[config.mk]
export PLATFORM = sky130hd
export DESIGN_NAME = lut_distributed_ram
export DESIGN_NICKNAME = d
export VERILOG_FILES = /design/src/lut_ram_pkg.sv /design/src/lut_distributed_ram.sv
export SDC_FILE = /design/constraint.sdc
export NUM_CORES = 1
export LEC_CHECK = 0
export BUFFER_PORTS_ARGS = -buffer_cell sky130_fd_sc_hd__buf_2
export CELL_PAD_IN_SITES_DETAIL_PLACEMENT = 1
export CELL_PAD_IN_SITES_GLOBAL_PLACEMENT = 1
export CORE_MARGIN = 2
export CORE_UTILIZATION = 50
export CTS_CLUSTER_DIAMETER = 100
export DETAILED_ROUTE_END_ITERATION = 7
export GPL_TIMING_DRIVEN = 0
export HOLD_SLACK_MARGIN = 0.06
export PLACE_DENSITY_LB_ADDON = 0.05
export SLEW_MARGIN = 15
export SYNTH_ARGS = -nofsm -noshare
export SYNTH_HDL_FRONTEND = slang
export SYNTH_SLANG_ARGS = --single-unit
export TNS_END_PERCENT = 50
[constraint.sdc]
create_clock -name clk -period 6.8 [get_ports clk]
set_clock_uncertainty 0.15 [all_clocks]
set_input_delay 1.36 -clock clk [delete_from_list [all_inputs] [get_ports clk]]
set_output_delay 1.36 -clock clk [all_outputs]
set_load 0.005 [all_outputs]
[src/lut_ram_pkg.sv]
// Purpose: shared constants and carriers for the look-up-table memory tile
// Assumes: 20 MHz system clock; register port of 3-bit address, 16-bit data
// Notes:   all offsets, field layouts, reset values and timing counts live here

package lut_ram_pkg;

    // ------------------------------------------------------------------
    // timing
    // ------------------------------------------------------------------
    localparam int CLK_PERIOD_NS = 50;
    localparam int HOLD_LIMIT_MS = 1;
    // longest allowed post-edge phase, rounded down to whole cycles
    localparam int HOLD_LIMIT_CYCLES = (HOLD_LIMIT_MS * 1000000) / CLK_PERIOD_NS;

    // ------------------------------------------------------------------
    // sizes
    // ------------------------------------------------------------------
    localparam int TABLE_DEPTH = 16;
    localparam int TABLE_AW = 4;
    localparam int REG_AW = 3;
    localparam int REG_DW = 16;
    localparam int H_TABLE_W = 8;

    // ------------------------------------------------------------------
    // register offsets
    // ------------------------------------------------------------------
    localparam logic [REG_AW-1:0] REG_CFG = 3'h0;
    localparam logic [REG_AW-1:0] REG_H_TABLE = 3'h1;
    localparam logic [REG_AW-1:0] REG_G_TABLE = 3'h2;
    localparam logic [REG_AW-1:0] REG_STATUS = 3'h3;
    localparam logic [REG_AW-1:0] REG_ACTION = 3'h4;

    // action register bit positions (write only, self clearing)
    localparam int ACT_LOAD_BIT = 0;
    localparam int ACT_CLR_HOLD_BIT = 1;

    // ------------------------------------------------------------------
    // enumerations
    // ------------------------------------------------------------------
    typedef enum logic [1:0] {
        MODE_16X2 = 2'h0,
        MODE_32X1 = 2'h1,
        MODE_DUAL = 2'h2,
        MODE_F_RAM_G_LOGIC = 2'h3
    } mode_type;

    typedef enum logic [1:0] {
        FF_SRC_F = 2'h0,
        FF_SRC_G = 2'h1,
        FF_SRC_H = 2'h2,
        FF_SRC_D0 = 2'h3
    } ff_src_type;

    // ------------------------------------------------------------------
    // configuration register layout, bit 0 upward from the bottom field
    // ------------------------------------------------------------------
    typedef struct packed {
        ff_src_type yq_src;     // bits 11:10
        ff_src_type xq_src;     // bits 9:8
        logic y_sel_h;          // bit 7
        logic x_sel_h;          // bit 6
        logic share_addr;       // bit 5
        logic ff_falling;       // bit 4
        logic wclk_falling;     // bit 3
        logic level_mode;       // bit 2
        mode_type mode;         // bits 1:0
    } cfg_type;

    localparam int CFG_W = 12;
    localparam cfg_type CFG_RESET = cfg_type'(12'h000);
    localparam logic [H_TABLE_W-1:0] H_TABLE_RESET = 8'h00;
    localparam logic [TABLE_DEPTH-1:0] G_TABLE_RESET = 16'h0000;
    localparam logic [TABLE_DEPTH-1:0] INIT_DEFAULT = 16'h0000;

    // status register layout
    typedef struct packed {
        logic hold_flag;        // bit 7
        logic yq;               // bit 6
        logic xq;               // bit 5
        logic y;                // bit 4
        logic x;                // bit 3
        logic h;                // bit 2
        logic g;                // bit 1
        logic f;                // bit 0
    } status_type;

    localparam int STATUS_W = 8;

    // ------------------------------------------------------------------
    // carriers
    // ------------------------------------------------------------------
    typedef struct packed {
        logic [TABLE_AW-1:0] first_table_address;
        logic [TABLE_AW-1:0] second_table_address;
        logic data_in_first;
        logic data_in_second_or_addr_msb;
        logic write_enable;
    } ram_in_type;

    typedef struct packed {
        logic [REG_AW-1:0] addr;
        logic [REG_DW-1:0] wdata;
        logic wr;
        logic rd;
    } reg_req_type;

endpackage

[src/lut_distributed_ram.sv]
// Purpose: one logic tile's pair of look-up tables used as read/write memory
// Assumes: user logic on clk drives ram_in; tile_clk arrives as a pin
// Notes:   reads are combinational; contents survive arst_n

`timescale 1ns/100ps

module lut_distributed_ram #(
    parameter logic [15:0] INIT_FIRST = lut_ram_pkg::INIT_DEFAULT,
    parameter logic [15:0] INIT_SECOND = lut_ram_pkg::INIT_DEFAULT,
    parameter int HOLD_LIMIT = lut_ram_pkg::HOLD_LIMIT_CYCLES
) (
    input wire logic clk,
    input wire logic arst_n,
    input wire lut_ram_pkg::ram_in_type ram_in,
    input wire logic tile_clk,
    input wire lut_ram_pkg::reg_req_type reg_req,
    output logic [lut_ram_pkg::REG_DW-1:0] reg_rdata,
    output logic single_port_out,
    output logic dual_port_out,
    output logic xq_out,
    output logic yq_out
);
    import lut_ram_pkg::*;

    localparam int HOLD_CW = $clog2(HOLD_LIMIT + 1);
    localparam logic [HOLD_CW-1:0] HOLD_LIMIT_C = HOLD_CW'(HOLD_LIMIT);
    localparam logic [HOLD_CW-1:0] HOLD_ONE = HOLD_CW'(1);

    // ------------------------------------------------------------------
    // state
    // ------------------------------------------------------------------
    typedef struct packed {
        logic [2:0] sync;                 // tile clock synchroniser
        logic clk_level;                  // filtered tile clock
        cfg_type cfg;
        logic [H_TABLE_W-1:0] h_table;
        logic [TABLE_DEPTH-1:0] g_table;
        ram_in_type cap;                  // inputs caught at the write edge
        logic cap_valid;                  // internal write pulse pending
        logic load;                       // reload initial contents
        logic hold_armed;
        logic [HOLD_CW-1:0] hold_cnt;
        logic hold_flag;
        logic xq;
        logic yq;
        logic [REG_DW-1:0] rdata;
    } state_type;

    localparam state_type STATE_RESET = '{
        sync: 3'h0,
        clk_level: 1'b0,
        cfg: CFG_RESET,
        h_table: H_TABLE_RESET,
        g_table: G_TABLE_RESET,
        cap: '0,
        cap_valid: 1'b0,
        load: 1'b0,
        hold_armed: 1'b0,
        hold_cnt: '0,
        hold_flag: 1'b0,
        xq: 1'b0,
        yq: 1'b0,
        rdata: 16'h0000
    };

    state_type s_q;
    state_type s_d;

    // memory cells are kept apart from the reset state so arst_n leaves them alone
    // cells start from the configuration image; only the load action
    // brings that image back while the tile runs
    logic [TABLE_DEPTH-1:0] mem_f_q = INIT_FIRST;
    logic [TABLE_DEPTH-1:0] mem_g_q = INIT_SECOND;
    logic [TABLE_DEPTH-1:0] mem_f_d;
    logic [TABLE_DEPTH-1:0] mem_g_d;

    // combinational read paths
    logic f_out;
    logic g_out;
    logic h_out;
    logic x_out;
    logic y_out;

    // ------------------------------------------------------------------
    // flip-flop source select
    // ------------------------------------------------------------------
    function automatic logic ff_pick(input ff_src_type src, input logic f, input logic g,
                                     input logic h, input logic d0);
        logic r;
        r = f;
        case (src)
            FF_SRC_F: r = f;
            FF_SRC_G: r = g;
            FF_SRC_H: r = h;
            FF_SRC_D0: r = d0;
            default: r = f;
        endcase
        return r;
    endfunction

    // ------------------------------------------------------------------
    // read path
    // ------------------------------------------------------------------
    // pure muxes of the cells on live addresses, so no clock is waited on
    // 32x1 reads both tables on one address and lets msb choose
    always_comb begin
        logic [TABLE_AW-1:0] a_first;
        logic [TABLE_AW-1:0] a_second;
        logic msb;
        a_first = ram_in.first_table_address;
        a_second = ram_in.second_table_address;
        msb = ram_in.data_in_second_or_addr_msb;
        f_out = mem_f_q[a_first];
        g_out = mem_g_q[a_second];
        case (s_q.cfg.mode)
            MODE_16X2: begin
                // second table may follow the first address
                g_out = s_q.cfg.share_addr ? mem_g_q[a_first] : mem_g_q[a_second];
            end
            MODE_32X1: begin
                // both tables see the same address; msb picks the table
                f_out = msb ? mem_g_q[a_first] : mem_f_q[a_first];
                g_out = mem_g_q[a_first];
            end
            MODE_DUAL: begin
                // second read port has its own address
                g_out = mem_g_q[a_second];
            end
            MODE_F_RAM_G_LOGIC: begin
                // second table is a plain four-input function
                g_out = s_q.g_table[a_second];
            end
            default: begin
                g_out = mem_g_q[a_second];
            end
        endcase
        // third table: function of both outputs and the second data input
        h_out = s_q.h_table[{msb, g_out, f_out}];
        x_out = s_q.cfg.x_sel_h ? h_out : f_out;
        y_out = s_q.cfg.y_sel_h ? h_out : g_out;
    end

    // ------------------------------------------------------------------
    // next state
    // ------------------------------------------------------------------
    always_comb begin
        logic rise;
        logic fall;
        logic wr_edge;
        logic ff_edge;
        logic level;
        logic post_level;
        logic wr_go;
        ram_in_type src;
        logic [TABLE_AW-1:0] g_waddr;
        status_type st;
        // defaults first, so no path leaves a local without a value
        rise = 1'b0;
        fall = 1'b0;
        wr_edge = 1'b0;
        ff_edge = 1'b0;
        level = 1'b0;
        post_level = 1'b0;
        wr_go = 1'b0;
        src = '0;
        g_waddr = '0;
        st = '0;

        s_d = s_q;
        mem_f_d = mem_f_q;
        mem_g_d = mem_g_q;

        // three-stage synchroniser; the first stage feeds only the second
        // a pin change shows on the fourth clk; pulses seen by only one clk edge are lost
        s_d.sync = {s_q.sync[1:0], tile_clk};
        if (s_q.sync[1] == s_q.sync[2]) begin
            s_d.clk_level = s_q.sync[2];
        end
        rise = s_d.clk_level & ~s_q.clk_level;
        fall = ~s_d.clk_level & s_q.clk_level;

        // write and flip-flop edges are inverted independently
        wr_edge = s_q.cfg.wclk_falling ? fall : rise;
        ff_edge = s_q.cfg.ff_falling ? fall : rise;

        // dual-port always writes on the edge; one mode covers both tables
        // level mode trades the edge capture for latch-like writes that
        // follow every change of data while the enable is high
        level = s_q.cfg.level_mode && (s_q.cfg.mode != MODE_DUAL);

        // edge mode: catch address, data and enable together at the edge
        // the edge is seen 3 clk late, so ram_in must hold around it
        s_d.cap_valid = 1'b0;
        if (wr_edge && !level) begin
            s_d.cap = ram_in;
            s_d.cap_valid = ram_in.write_enable;
        end

        // the caught inputs write one cycle later, independent of live pins
        if (level) begin
            src = ram_in;
            wr_go = ram_in.write_enable;
        end else begin
            src = s_q.cap;
            wr_go = s_q.cap_valid;
        end

        g_waddr = s_q.cfg.share_addr ? src.first_table_address : src.second_table_address;

        if (wr_go) begin
            case (s_q.cfg.mode)
                MODE_16X2: begin
                    // two independent arrays, each with its own data input
                    mem_f_d[src.first_table_address] = src.data_in_first;
                    mem_g_d[g_waddr] = src.data_in_second_or_addr_msb;
                end
                MODE_32X1: begin
                    if (src.data_in_second_or_addr_msb) begin
                        mem_g_d[src.first_table_address] = src.data_in_first;
                    end else begin
                        mem_f_d[src.first_table_address] = src.data_in_first;
                    end
                end
                MODE_DUAL: begin
                    // first address is the write address of both tables
                    mem_f_d[src.first_table_address] = src.data_in_first;
                    mem_g_d[src.first_table_address] = src.data_in_first;
                end
                MODE_F_RAM_G_LOGIC: begin
                    mem_f_d[src.first_table_address] = src.data_in_first;
                end
                default: begin
                    mem_f_d = mem_f_q;
                end
            endcase
        end

        // configuration reload wins over any write in the same cycle
        if (s_q.load) begin
            mem_f_d = INIT_FIRST;
            mem_g_d = INIT_SECOND;
        end
        s_d.load = 1'b0;

        // tile flip-flops hold either output, the third table or data
        // their edge is decoded apart from the write edge, so results can
        // be registered on either edge of the tile clock
        if (ff_edge) begin
            s_d.xq = ff_pick(s_q.cfg.xq_src, f_out, g_out, h_out,
                             ram_in.data_in_first);
            s_d.yq = ff_pick(s_q.cfg.yq_src, f_out, g_out, h_out,
                             ram_in.data_in_first);
        end

        // watch for the write clock parked after its active edge; a stop
        // there is harmful, so software gets a sticky flag to find it
        // the counter saturates at the limit, so the flag is set again each
        // cycle and a clear does not hold while the clock stays parked
        post_level = ~s_q.cfg.wclk_falling;
        if (level) begin
            s_d.hold_armed = 1'b0;
            s_d.hold_cnt = '0;
        end else if (wr_edge) begin
            s_d.hold_armed = 1'b1;
            s_d.hold_cnt = '0;
        end else if (s_q.hold_armed && (s_q.clk_level == post_level)) begin
            if (s_q.hold_cnt != HOLD_LIMIT_C) begin
                s_d.hold_cnt = s_q.hold_cnt + HOLD_ONE;
            end
        end else begin
            s_d.hold_armed = 1'b0;
            s_d.hold_cnt = '0;
        end

        // register writes
        // action bits are pulses: load lasts one cycle, the clear acts once
        if (reg_req.wr) begin
            case (reg_req.addr)
                REG_CFG: s_d.cfg = cfg_type'(reg_req.wdata[CFG_W-1:0]);
                REG_H_TABLE: s_d.h_table = reg_req.wdata[H_TABLE_W-1:0];
                REG_G_TABLE: s_d.g_table = reg_req.wdata[TABLE_DEPTH-1:0];
                REG_ACTION: begin
                    s_d.load = reg_req.wdata[ACT_LOAD_BIT];
                    if (reg_req.wdata[ACT_CLR_HOLD_BIT]) begin
                        s_d.hold_flag = 1'b0;
                    end
                end
                default: s_d.load = 1'b0;
            endcase
        end

        // set after clear, so an event in the clearing cycle is kept
        if (s_q.hold_armed && (s_q.hold_cnt == HOLD_LIMIT_C)) begin
            s_d.hold_flag = 1'b1;
        end

        // read data stand only in the cycle after the strobe
        // a status read shows the live table outputs of the strobe cycle
        st = '{hold_flag: s_q.hold_flag, yq: s_q.yq, xq: s_q.xq, y: y_out,
               x: x_out, h: h_out, g: g_out, f: f_out};
        s_d.rdata = 16'h0000;
        if (reg_req.rd) begin
            case (reg_req.addr)
                REG_CFG: s_d.rdata = {4'h0, s_q.cfg};
                REG_H_TABLE: s_d.rdata = {8'h00, s_q.h_table};
                REG_G_TABLE: s_d.rdata = s_q.g_table;
                REG_STATUS: s_d.rdata = {8'h00, st};
                default: s_d.rdata = 16'h0000;
            endcase
        end
    end

    // ------------------------------------------------------------------
    // registers
    // ------------------------------------------------------------------
    // control state: async reset to constants
    // contents stay in the cells below, which have no reset
    always_ff @(posedge clk or negedge arst_n) begin
        if (!arst_n) begin
            s_q <= STATE_RESET;
        end else begin
            s_q <= s_d;
        end
    end

    // memory cells: no reset on purpose
    always_ff @(posedge clk) begin
        mem_f_q <= mem_f_d;
        mem_g_q <= mem_g_d;
    end

    // ------------------------------------------------------------------
    // outputs
    // ------------------------------------------------------------------
    // table outputs stay combinational so a read never waits for a clock
    // flip-flop outputs and read data are registered; only the table
    // outputs bypass the registers, by intent
    assign single_port_out = x_out;
    assign dual_port_out = y_out;
    assign xq_out = s_q.xq;
    assign yq_out = s_q.yq;
    assign reg_rdata = s_q.rdata;

endmodule

### Word level (Yosys, flattened, before mapping)

Cells that the tools add are included.

| word-level totals | value |
|---|---|
| input port bits | 35 |
| logic and storage cells | 134 |
| register bits after elaboration | 120 |

| cells by class | value |
|---|---|
| reductions and logical operators | 22 |
| add/subtract/negate cells | 1 |
| magnitude comparators | 7 |
| equality and inequality tests | 22 |
| bitwise gates (word level) | 5 |
| muxes and demuxes | 49 |

Operator list:

| kind | number |
|---|---|
| $mux 16 | 5 |
| $pmux 16 s4 | 1 |
| $bwmux 16 | 3 |
| $pmux 16 s3 | 1 |
| $pmux 16 s2 | 1 |
| $mux 15 | 2 |
| $mux 1 | 24 |
| $lt 4x5->1 const B | 4 |
| $bmux 1 s4 | 4 |
| $add 15x1->15 const B | 1 |
| $eq 15x15->1 const B | 1 |
| $ne 15x15->1 const B | 1 |
| $eq 2x2->1 const B | 6 |
| $pmux 1 s4 | 3 |
| $mux 11 | 1 |
| $demux 1 s4 | 2 |
| $ge 4x1->1 const B | 2 |
| $reduce_and 2->1 | 4 |
| $eq 2x1->1 const B | 3 |
| $eq 3x2->1 const B | 2 |
| $logic_and 1x1->1 | 6 |
| $logic_not 2->1 | 3 |
| $ne 2x2->1 const B | 3 |
| $reduce_and 3->1 | 2 |
| 15 further kinds | 21 |

### Logic depth before layout (Yosys ltp)

Gate-level depths: netlist of run 1.

| depth | value |
|---|---|
| depth after elaboration | 10 |
| gate-level depth with buffers | 12 |
| mapped depth without buffers | 10 |

### Worst setup path after synthesis of run 1

Ideal clock, no wire load.

| path | value |
|---|---|
| kind | in2out |
| start | in ram_in[7] (netlist name) |
| end | out dual_port_out |
| arrival time | 3583 ps |
| stages on the path | 8 |
| setup slack | 1707 ps |
| cell sequence | buf_6 > mux4_2 > mux4_2 > mux2_1 > o22ai_2 > or3b_4 > mux2i_4 > o21a_1 |

| on the way | value |
|---|---|
| longest elaborated chain between the ends | 7 |
| elaborated cells on any way between the ends | 11 |
| classes of those cells | 11 x mux |

Ends and longest elaborated chain:

| item | line | source |
|---|---|---|
| start: declaration | lut_distributed_ram.sv:14 | `input wire lut_ram_pkg::ram_in_type ram_in,` |
| $bmux 1 s4 (on tied branches) | - |  |
| $mux 1 (on tied branches) | - |  |
| $mux 1 (on tied branches) | lut_distributed_ram.sv:118, lut_distributed_ram.sv:122 |  |
| $pmux 1 s4 or $mux 1 (tied branches) | lut_distributed_ram.sv:115 | `case (s_q.cfg.mode)` |
| $bmux 1 s3 | lut_distributed_ram.sv:138 | `h_out = s_q.h_table[{msb, g_out, f_out}];` |
| $mux 1 (implied by the code) | lut_distributed_ram.sv:138 |  |
| $mux 1 * | lut_distributed_ram.sv:140 | `y_out = s_q.cfg.y_sel_h ? h_out : g_out;` |
| end: declaration | lut_distributed_ram.sv:19 | `output logic dual_port_out,` |

Every way passes the cells marked *; elsewhere a longest branch is shown, timed or not. The select of a mux whose other input is x is not followed.

### Final worst setup path of run 1

| path | value |
|---|---|
| start | in ram_in[10] (netlist name) |
| end | out single_port_out |

| on the way | value |
|---|---|
| longest elaborated chain between the ends | 7 |
| elaborated cells on any way between the ends | 11 |
| classes of those cells | 11 x mux |

Ends and longest elaborated chain:

| item | line | source |
|---|---|---|
| $bmux 1 s4 (on tied branches) | - |  |
| $mux 1 (on tied branches) | - |  |
| $mux 1 (on tied branches) | lut_distributed_ram.sv:118, lut_distributed_ram.sv:122 |  |
| $pmux 1 s4 or $mux 1 (tied branches) | lut_distributed_ram.sv:115 |  |
| $bmux 1 s3 | lut_distributed_ram.sv:138 |  |
| $mux 1 (implied by the code) | lut_distributed_ram.sv:138 |  |
| $mux 1 * | lut_distributed_ram.sv:139 | `x_out = s_q.cfg.x_sel_h ? h_out : f_out;` |
| end: declaration | lut_distributed_ram.sv:18 | `output logic single_port_out,` |

Marks and branches as above.

==> out/metrics.cfg, run 1 <==
[route]
first_pass_iters = 4
viasPerCell = 6.140
wirelength_um = 21230
wl_per_cell_um = 21.98
drtIter0Drc = 323
vias = 5931
drc = 0
drtAntennaViolNets = 0

[pwr]
p_leak_nw = 3.163
p_per_area_nw_per_um2 = 346.6
ir_drop_v = 0.0002074

[clock_network]
cts_setup_buffers = 0
clockRootBuffer = clkbuf_16
cts_tree = built
clkSinkCount = 119
cts_buffer_depth = 2
cts_resized = 0
clk_latency_ns = 0.42
clkTransAtPathRegs_ns = 0.05
ctsHoldBuffers = 0
htree_levels = 4
numCtsBuffers = 17

[floorplanning]
dieWidth_um = 119.4
core_area_um2 = 13140
dieArea_um2 = 14270
start_util_pct = 50.72
die_y_um = 119.4
io_pins = 55
rows = 42

[sta]
finalCriticalPeriod_ns = 5.619
tns_ns = 0
setup_viol = 0
rsz0062_at_grt = no
max-slew-margin-rel_pct = 17.75
period_share_pct = 82.63
slew_viol_final = 0
worstMarginPinSlew_ns = 1.223
setup_slack_ns = 1.181
whs_ns = 0.2086
hold_violations = 0
max_freq_mhz = 178.0

[global_routing]
grt_max_degree = 56
overflow = 0
antenna_found_initial = 0
grt_pass1_vias = 6142
grt_pass1_wl_um = 33420
track_usage_pct = 30.60

[placed_design]
dp_slack_ns = 1.272
numPortBuffers = 49
place_hpwl_um = 15250
gp_congestion = 0.8869
dp.cells = 934

[final_layout]
area_growth_syn_to_layout_pct = 15.68
finalNetCount = 819
n_fill_cell = 1535
instances_no_fill = 966
drive_gt1_share_pct = 22.53
diodes = 0
final_core_util_pct = 58.68

[synthesis]
yosysSeqAreaShare_pct = 42.28
synth.cell_area_um2 = 6664
syn_area_per_cell_um2 = 9.412
synth_cell_type_count = 60
synthFlopType = dfrtp_1
synth_cells = 708
synth_seq_cells = 119
synth-async-reset-ratio_pct = 73.11
yosysWarnings = 0
synth_fp_nets = 750
synth_edf_count = 0

[critical_path]
crit_path_max_fanout = 10
setup.worst_path.start_class = input pin
cp.required_ns = 5.29
arrival_ns = 4.11
critical_path_class = input pin to output port
endpoint_kind = output port

[run]
max_cap_viol_count = 0

[run_status]
status = complete, no violations

[worst_hold_path]
min-delay-path-class = register to register

## where the power goes
part / internal [mW] / total [mW] / switching [mW]
clock: 0.482 / 0.815 / 0.333
sequential: 0.856 / 0.983 / 0.127
combinational: 0.340 / 0.874 / 0.533
total: 1.68 / 2.67 / 0.993
## metal layers
metal	GRT usage [%]	wire length, um	up-vias
met1	36.87	8546	3016
li1	-	-	2663
met3	6.274	977	56
met2	52.68	10890	196
met4	13.82	815	0
met5	0	0	-
## synthesized netlist by cell type (3+ instances only)
master	n	share of area [%]
nor3_1	31	2.3
inv_1	17	0.96
nand2_1	93	5.2
nand3b_1	6	0.68
a211oi_1	3	0.34
buf_2	3	0.23
mux2_2	40	6.8
ha_1	7	1.3
and3_1	8	0.75
mux2i_1	15	2.3
o21ai_1	4	0.30
xor2_1	10	1.3
xnor2_1	5	0.66
nor2_1	75	4.2
nand3_1	13	0.98
dfxtp_1	32	9.6
mux4_2	21	7.1
nor2b_1	9	0.84
a22oi_1	3	0.34
buf_4	18	2.0
nand2b_1	8	0.75
nand4_1	4	0.38
or3_1	5	0.47
a21oi_1	35	2.6
o22ai_1	17	1.6
o211ai_1	3	0.34
o31ai_1	3	0.34
dfrtp_1	87	33
o21ai_0	44	3.3
a31oi_1	18	1.7
clkbuf_1	33	1.9
## flip-flops by register name (all words and copies together) (netlist names)
signal,count
xq_out,1
mem_g_q,16
reg_rdata,16
s_d,2
s_q,67
yq_out,1
mem_f_q,16
## area by class of cell
cell class / count / area (um2) / share of cell area, %
Multi-Input combinational cell: 516 / 3501 / 45.41
Sequential cell: 119 / 2818 / 36.55
Clock buffer: 20 / 456.7 / 5.924
Buffer: 56 / 296.5 / 3.847
Timing Repair Buffer: 50 / 275.3 / 3.571
Tap cell: 176 / 220.2 / 2.857
Clock inverter: 12 / 77.57 / 1.006
Inverter: 17 / 63.81 / 0.8278
## metrics by stage
stage               instance area [um2]  total power [mW]
detailed placement                 7164             1.834
finish                             7709             2.672
floorplan                          6664             1.547
CTS                                7699             2.666
global placement                   7129             1.779
global route                       7709             2.800
## cells by family after synthesis
| family | Yosys count | share of synthesized area, % |
|---|---|---|
| buf+inv | 73 | 5.407 |
| simple gates | 267 | 18.42 |
| flops | 119 | 42.28 |
| compound gates | 147 | 13.59 |
| xor+xnor | 15 | 1.971 |
| mux | 80 | 17.01 |
| fa+ha+maj | 7 | 1.314 |
## critical path, stage by stage
cell	delay, ns
buf_2	0.12
buf_2	0.29
mux4_2	0.37
mux4_2	0.59
mux2_1	0.29
o22ai_2	0.08
or3b_4	0.42
mux2i_4	0.32
o21a_1	0.16
buf_2	0.10
## path summary, 6_finish.rpt
path / from / end / slack [ns] / cells past startpoint
setup / recovery: ram_in[10] / single_port_out / 1.18 / 10
hold / removal: s_d[86] / s_d[87] / 0.21 / 0
setup reg to reg: s_q[72] / mem_g_q[4] / 3.26 / 10
hold reg to reg: s_d[86] / s_d[87] / 0.21 / 0
max in group asynchronous: arst_n / s_q[33] / 5.13 / 2
min in group asynchronous: arst_n / s_q[48] / 0.74 / 1
## placed cells by master (no fill, tap or decap), types with 10 or more instances in the layout
| cell | count |
|---|---|
| nand2_1 | 93 |
| dfrtp_1 | 87 |
| nor2_1 | 75 |
| buf_2 | 51 |
| o21ai_0 | 44 |
| mux2_2 | 40 |
| a21oi_1 | 35 |
| clkbuf_1 | 34 |
| dfxtp_1 | 32 |
| nor3_1 | 29 |
| mux4_2 | 21 |
| buf_4 | 19 |
| a31oi_1 | 18 |
| inv_1 | 17 |
| o22ai_1 | 17 |
| clkbuf_16 | 17 |
| mux2i_1 | 15 |
| nand3_1 | 13 |
| xor2_1 | 10 |
(Power assumes the default switching activity.)
==> run 2: changes to the inputs <==
ABC_AREA = 1   (was not set)
CORE_UTILIZATION = 44   (was 50)
clock period = 5.2 ns   (was 6.8 ns; I/O delays follow)
==> out/metrics.cfg, run 2 <==
[run_status]
status = complete, no violations

[synthesis]
yosysSeqAreaShare_pct = 42.21  ; -0.071 points
synth_cell_type_count = 48  ; -20%
yosysTopAreaCellShare_pct = 32.61  ; -0.055 points
ys_top_cells_by_area = dfrtp_1 33%, nand2_1 10%, dfxtp_1 9.6%
synth-async-reset-ratio_pct = 73.11  ; unchanged
synth_fp_nets = 945  ; +26%
synth_cells = 903  ; +28%
synth_common_cells = 179 x nand2_1, 88 x inv_1, 87 x dfrtp_1, 85 x nor2_1, 63 x o21ai_0
synth.cell_area_um2 = 6675  ; +0.17%
syn_area_per_cell_um2 = 7.392  ; -21%
yosys.area.top_type = dfrtp_1
synth_seq_cells = 119  ; unchanged
yosysWarnings = 0  ; unchanged
synthFlopType = dfrtp_1
synth_edf_count = 0  ; unchanged
yosysMostFrequentCell = nand2_1

[final_layout]
regMostFlops = s_q
finalNetCount = 1015  ; +24%
regArea_um2 = 2818  ; unchanged
multiInputGateArea_um2 = 3120  ; -11%
layout_common_cells = 179 x nand2_1, 88 x inv_1, 87 x dfrtp_1
n_fill_cell = 1924  ; +25%
final_common_cell = nand2_1
diodes = 0  ; unchanged
largest_register_ffs = 67  ; unchanged
area_growth_syn_to_layout_pct = 16.57
drive_gt1_share_pct = 16.94  ; -5.6 points

[floorplanning]
die_y_um = 127.2  ; +6.5%
core_area_um2 = 15030  ; +14%
io_pins = 55  ; unchanged
rows = 45  ; +7.1%
dieArea_um2 = 16170  ; +13%
dieWidth_um = 127.2  ; +6.5%
start_util_pct = 44.40  ; -6.3 points

[critical_path]
endpoint_kind = output port
setup.worst_path.start_class = input pin
cp.required_ns = 4.01  ; -1.28 ns
arrival_ns = 3.08  ; -1.03 ns
critical_path_class = input pin to output port
crit_path_max_fanout = 10  ; unchanged

[pwr]
ir_drop_v = 0.0002783  ; +34%
p_leak_nw = 3.633  ; +15%
power_mw = 3.819  ; +43%
p_per_area_nw_per_um2 = 490.8  ; +42%

[route]
drtIter0Drc = 410  ; +27%
vias = 6578  ; +11%
viasPerCell = 5.603  ; -8.7%
first_pass_iters = 5  ; +1
wl_per_cell_um = 19.00  ; -14%
drtAntennaViolNets = 0  ; unchanged
wirelength_um = 22310  ; +5.1%
drc = 0  ; unchanged

[placed_design]
gp_congestion = 0.9334  ; +5.2%
place_hpwl_um = 16700  ; +9.6%
numPortBuffers = 50  ; +2.0%

[clock_network]
ctsHoldBuffers = 0  ; unchanged
cts_tree = built
cts_setup_buffers = 0  ; unchanged
htree_levels = 4  ; unchanged
clockRootBuffer = clkbuf_16
cts_buffer_depth = 2  ; unchanged
numCtsBuffers = 17  ; unchanged
clk_latency_ns = 0.43  ; about the same
clkSinkCount = 119  ; unchanged
clkTransAtPathRegs_ns = 0.06  ; about the same
cts_resized = 0  ; unchanged

[sta]
period_share_pct = 82.09
tns_ns = 0  ; unchanged
rsz0062_at_grt = no
max-slew-margin-rel_pct = 43.25  ; +25 points
finalCriticalPeriod_ns = 4.269
hold_violations = 0  ; unchanged
max_freq_mhz = 234.3
setup_viol = 0  ; unchanged
worstMarginPinSlew_ns = 0.8448  ; -0.3784 ns
slew_viol_final = 0  ; unchanged

[global_routing]
grt_pass1_wl_um = 36390  ; +8.9%
grt_pass1_vias = 6937  ; +13%
antenna_found_initial = 0  ; unchanged
track_usage_pct = 29.11  ; -1.5 points
grt_max_degree = 47  ; -16%
overflow = 0  ; unchanged

[run]
max_cap_viol_count = 0  ; unchanged

[worst_hold_path]
min-delay-path-class = register to register

==> run 2: changes by cell type in the layout (fill, tap and decap cells not counted), sizes merged, moves of 11 or more <==
cell / delta
inv: +104
nand2: +87
o22ai: -16
nand3: +45
nor2: +22
a31oi: -17
mux2i: -15
mux4: -21
o211ai: +11
a311oi: +15
mux2: -43
a21oi: +26
clkbuf: -13
o21ai: +43
==> run 2: layer usage <==
layer	routed length, um	vias up	track usage [%]
met1	10090	3258	38.25
met5	0	-	0
met4	470	0	10.02
met3	937	36	5.402
li1	-	3139	-
met2	10810	145	48.58
==> run 2: through the flow <==
step,setup WS (ns),util (%),cell area (um2),hold slack [ns],instances
after detailed placement,0.9823,47.83,7191,0.1919,1142
after CTS,0.9782,51.76,7781,0.2103,1174
after global routing,0.7955,51.76,7781,0.2136,1174
after global placement,0.9894,47.63,7161,0.1880,1141
after floorplan,1.598,-,6675,0.1812,903
final,0.9311,51.76,7781,0.2077,1174
==> run 2: where the power goes <==
group | switching, mW | leakage (nW) | total [mW] | internal (mW)
clock network | 0.465 | 0.277 | 1.19 | 0.722
registers | 0.141 | 1.39 | 1.30 | 1.16
logic | 0.923 | 1.97 | 1.33 | 0.406
==> run 2: final timing paths <==
path / from / end / slack (ns) / cells after the start
setup / recovery: ram_in[3] / dual_port_out / 0.93 / 15
hold / removal: s_d[86] / s_d[87] / 0.21 / 0
setup reg to reg: s_q[73] / mem_g_q[15] / 2.36 / 9
hold reg to reg: s_d[86] / s_d[87] / 0.21 / 0
max in group asynchronous: arst_n / s_q[52] / 3.81 / 2
min in group asynchronous: arst_n / s_q[62] / 0.45 / 1
==> run 2: worst max-delay path, cell delays in order <==
cell	delay, ns
buf_4	0.17
inv_4	0.11
buf_6	0.17
nand2_1	0.07
nand3_1	0.08
nand3_1	0.09
nand3_1	0.10
nand2_1	0.09
nand2_1	0.07
nand2_1	0.08
o21ai_2	0.29
inv_1	0.12
or2_0	0.27
and2_1	0.18
buf_2	0.12
==> run 2: area by class of cell <==
type / instances / share of cell area [%]
plain buffers: 48 / 3.586
clock buffers: 19 / 5.692
clock inverters: 13 / 1.897
inverters: 120 / 5.885
multi-input cells: 616 / 40.10
flip-flops and latches: 119 / 36.21
well taps: 188 / 3.023
repair buffers: 51 / 3.602
==> run 2: logic make-up (layout without fill, tap and decap cells) <==
kind of cell | count (synthesis) | after routing | share of synthesized area [%]
compound gates | 217 | 217 | 19.81
xor+xnor | 3 | 3 | 0.3937
fa+ha+maj | 7 | 7 | 1.312
buf+inv | 168 | 251 | 11.04
flops | 119 | 119 | 42.21
mux | 1 | 1 | 0.1500
simple gates | 388 | 388 | 25.08
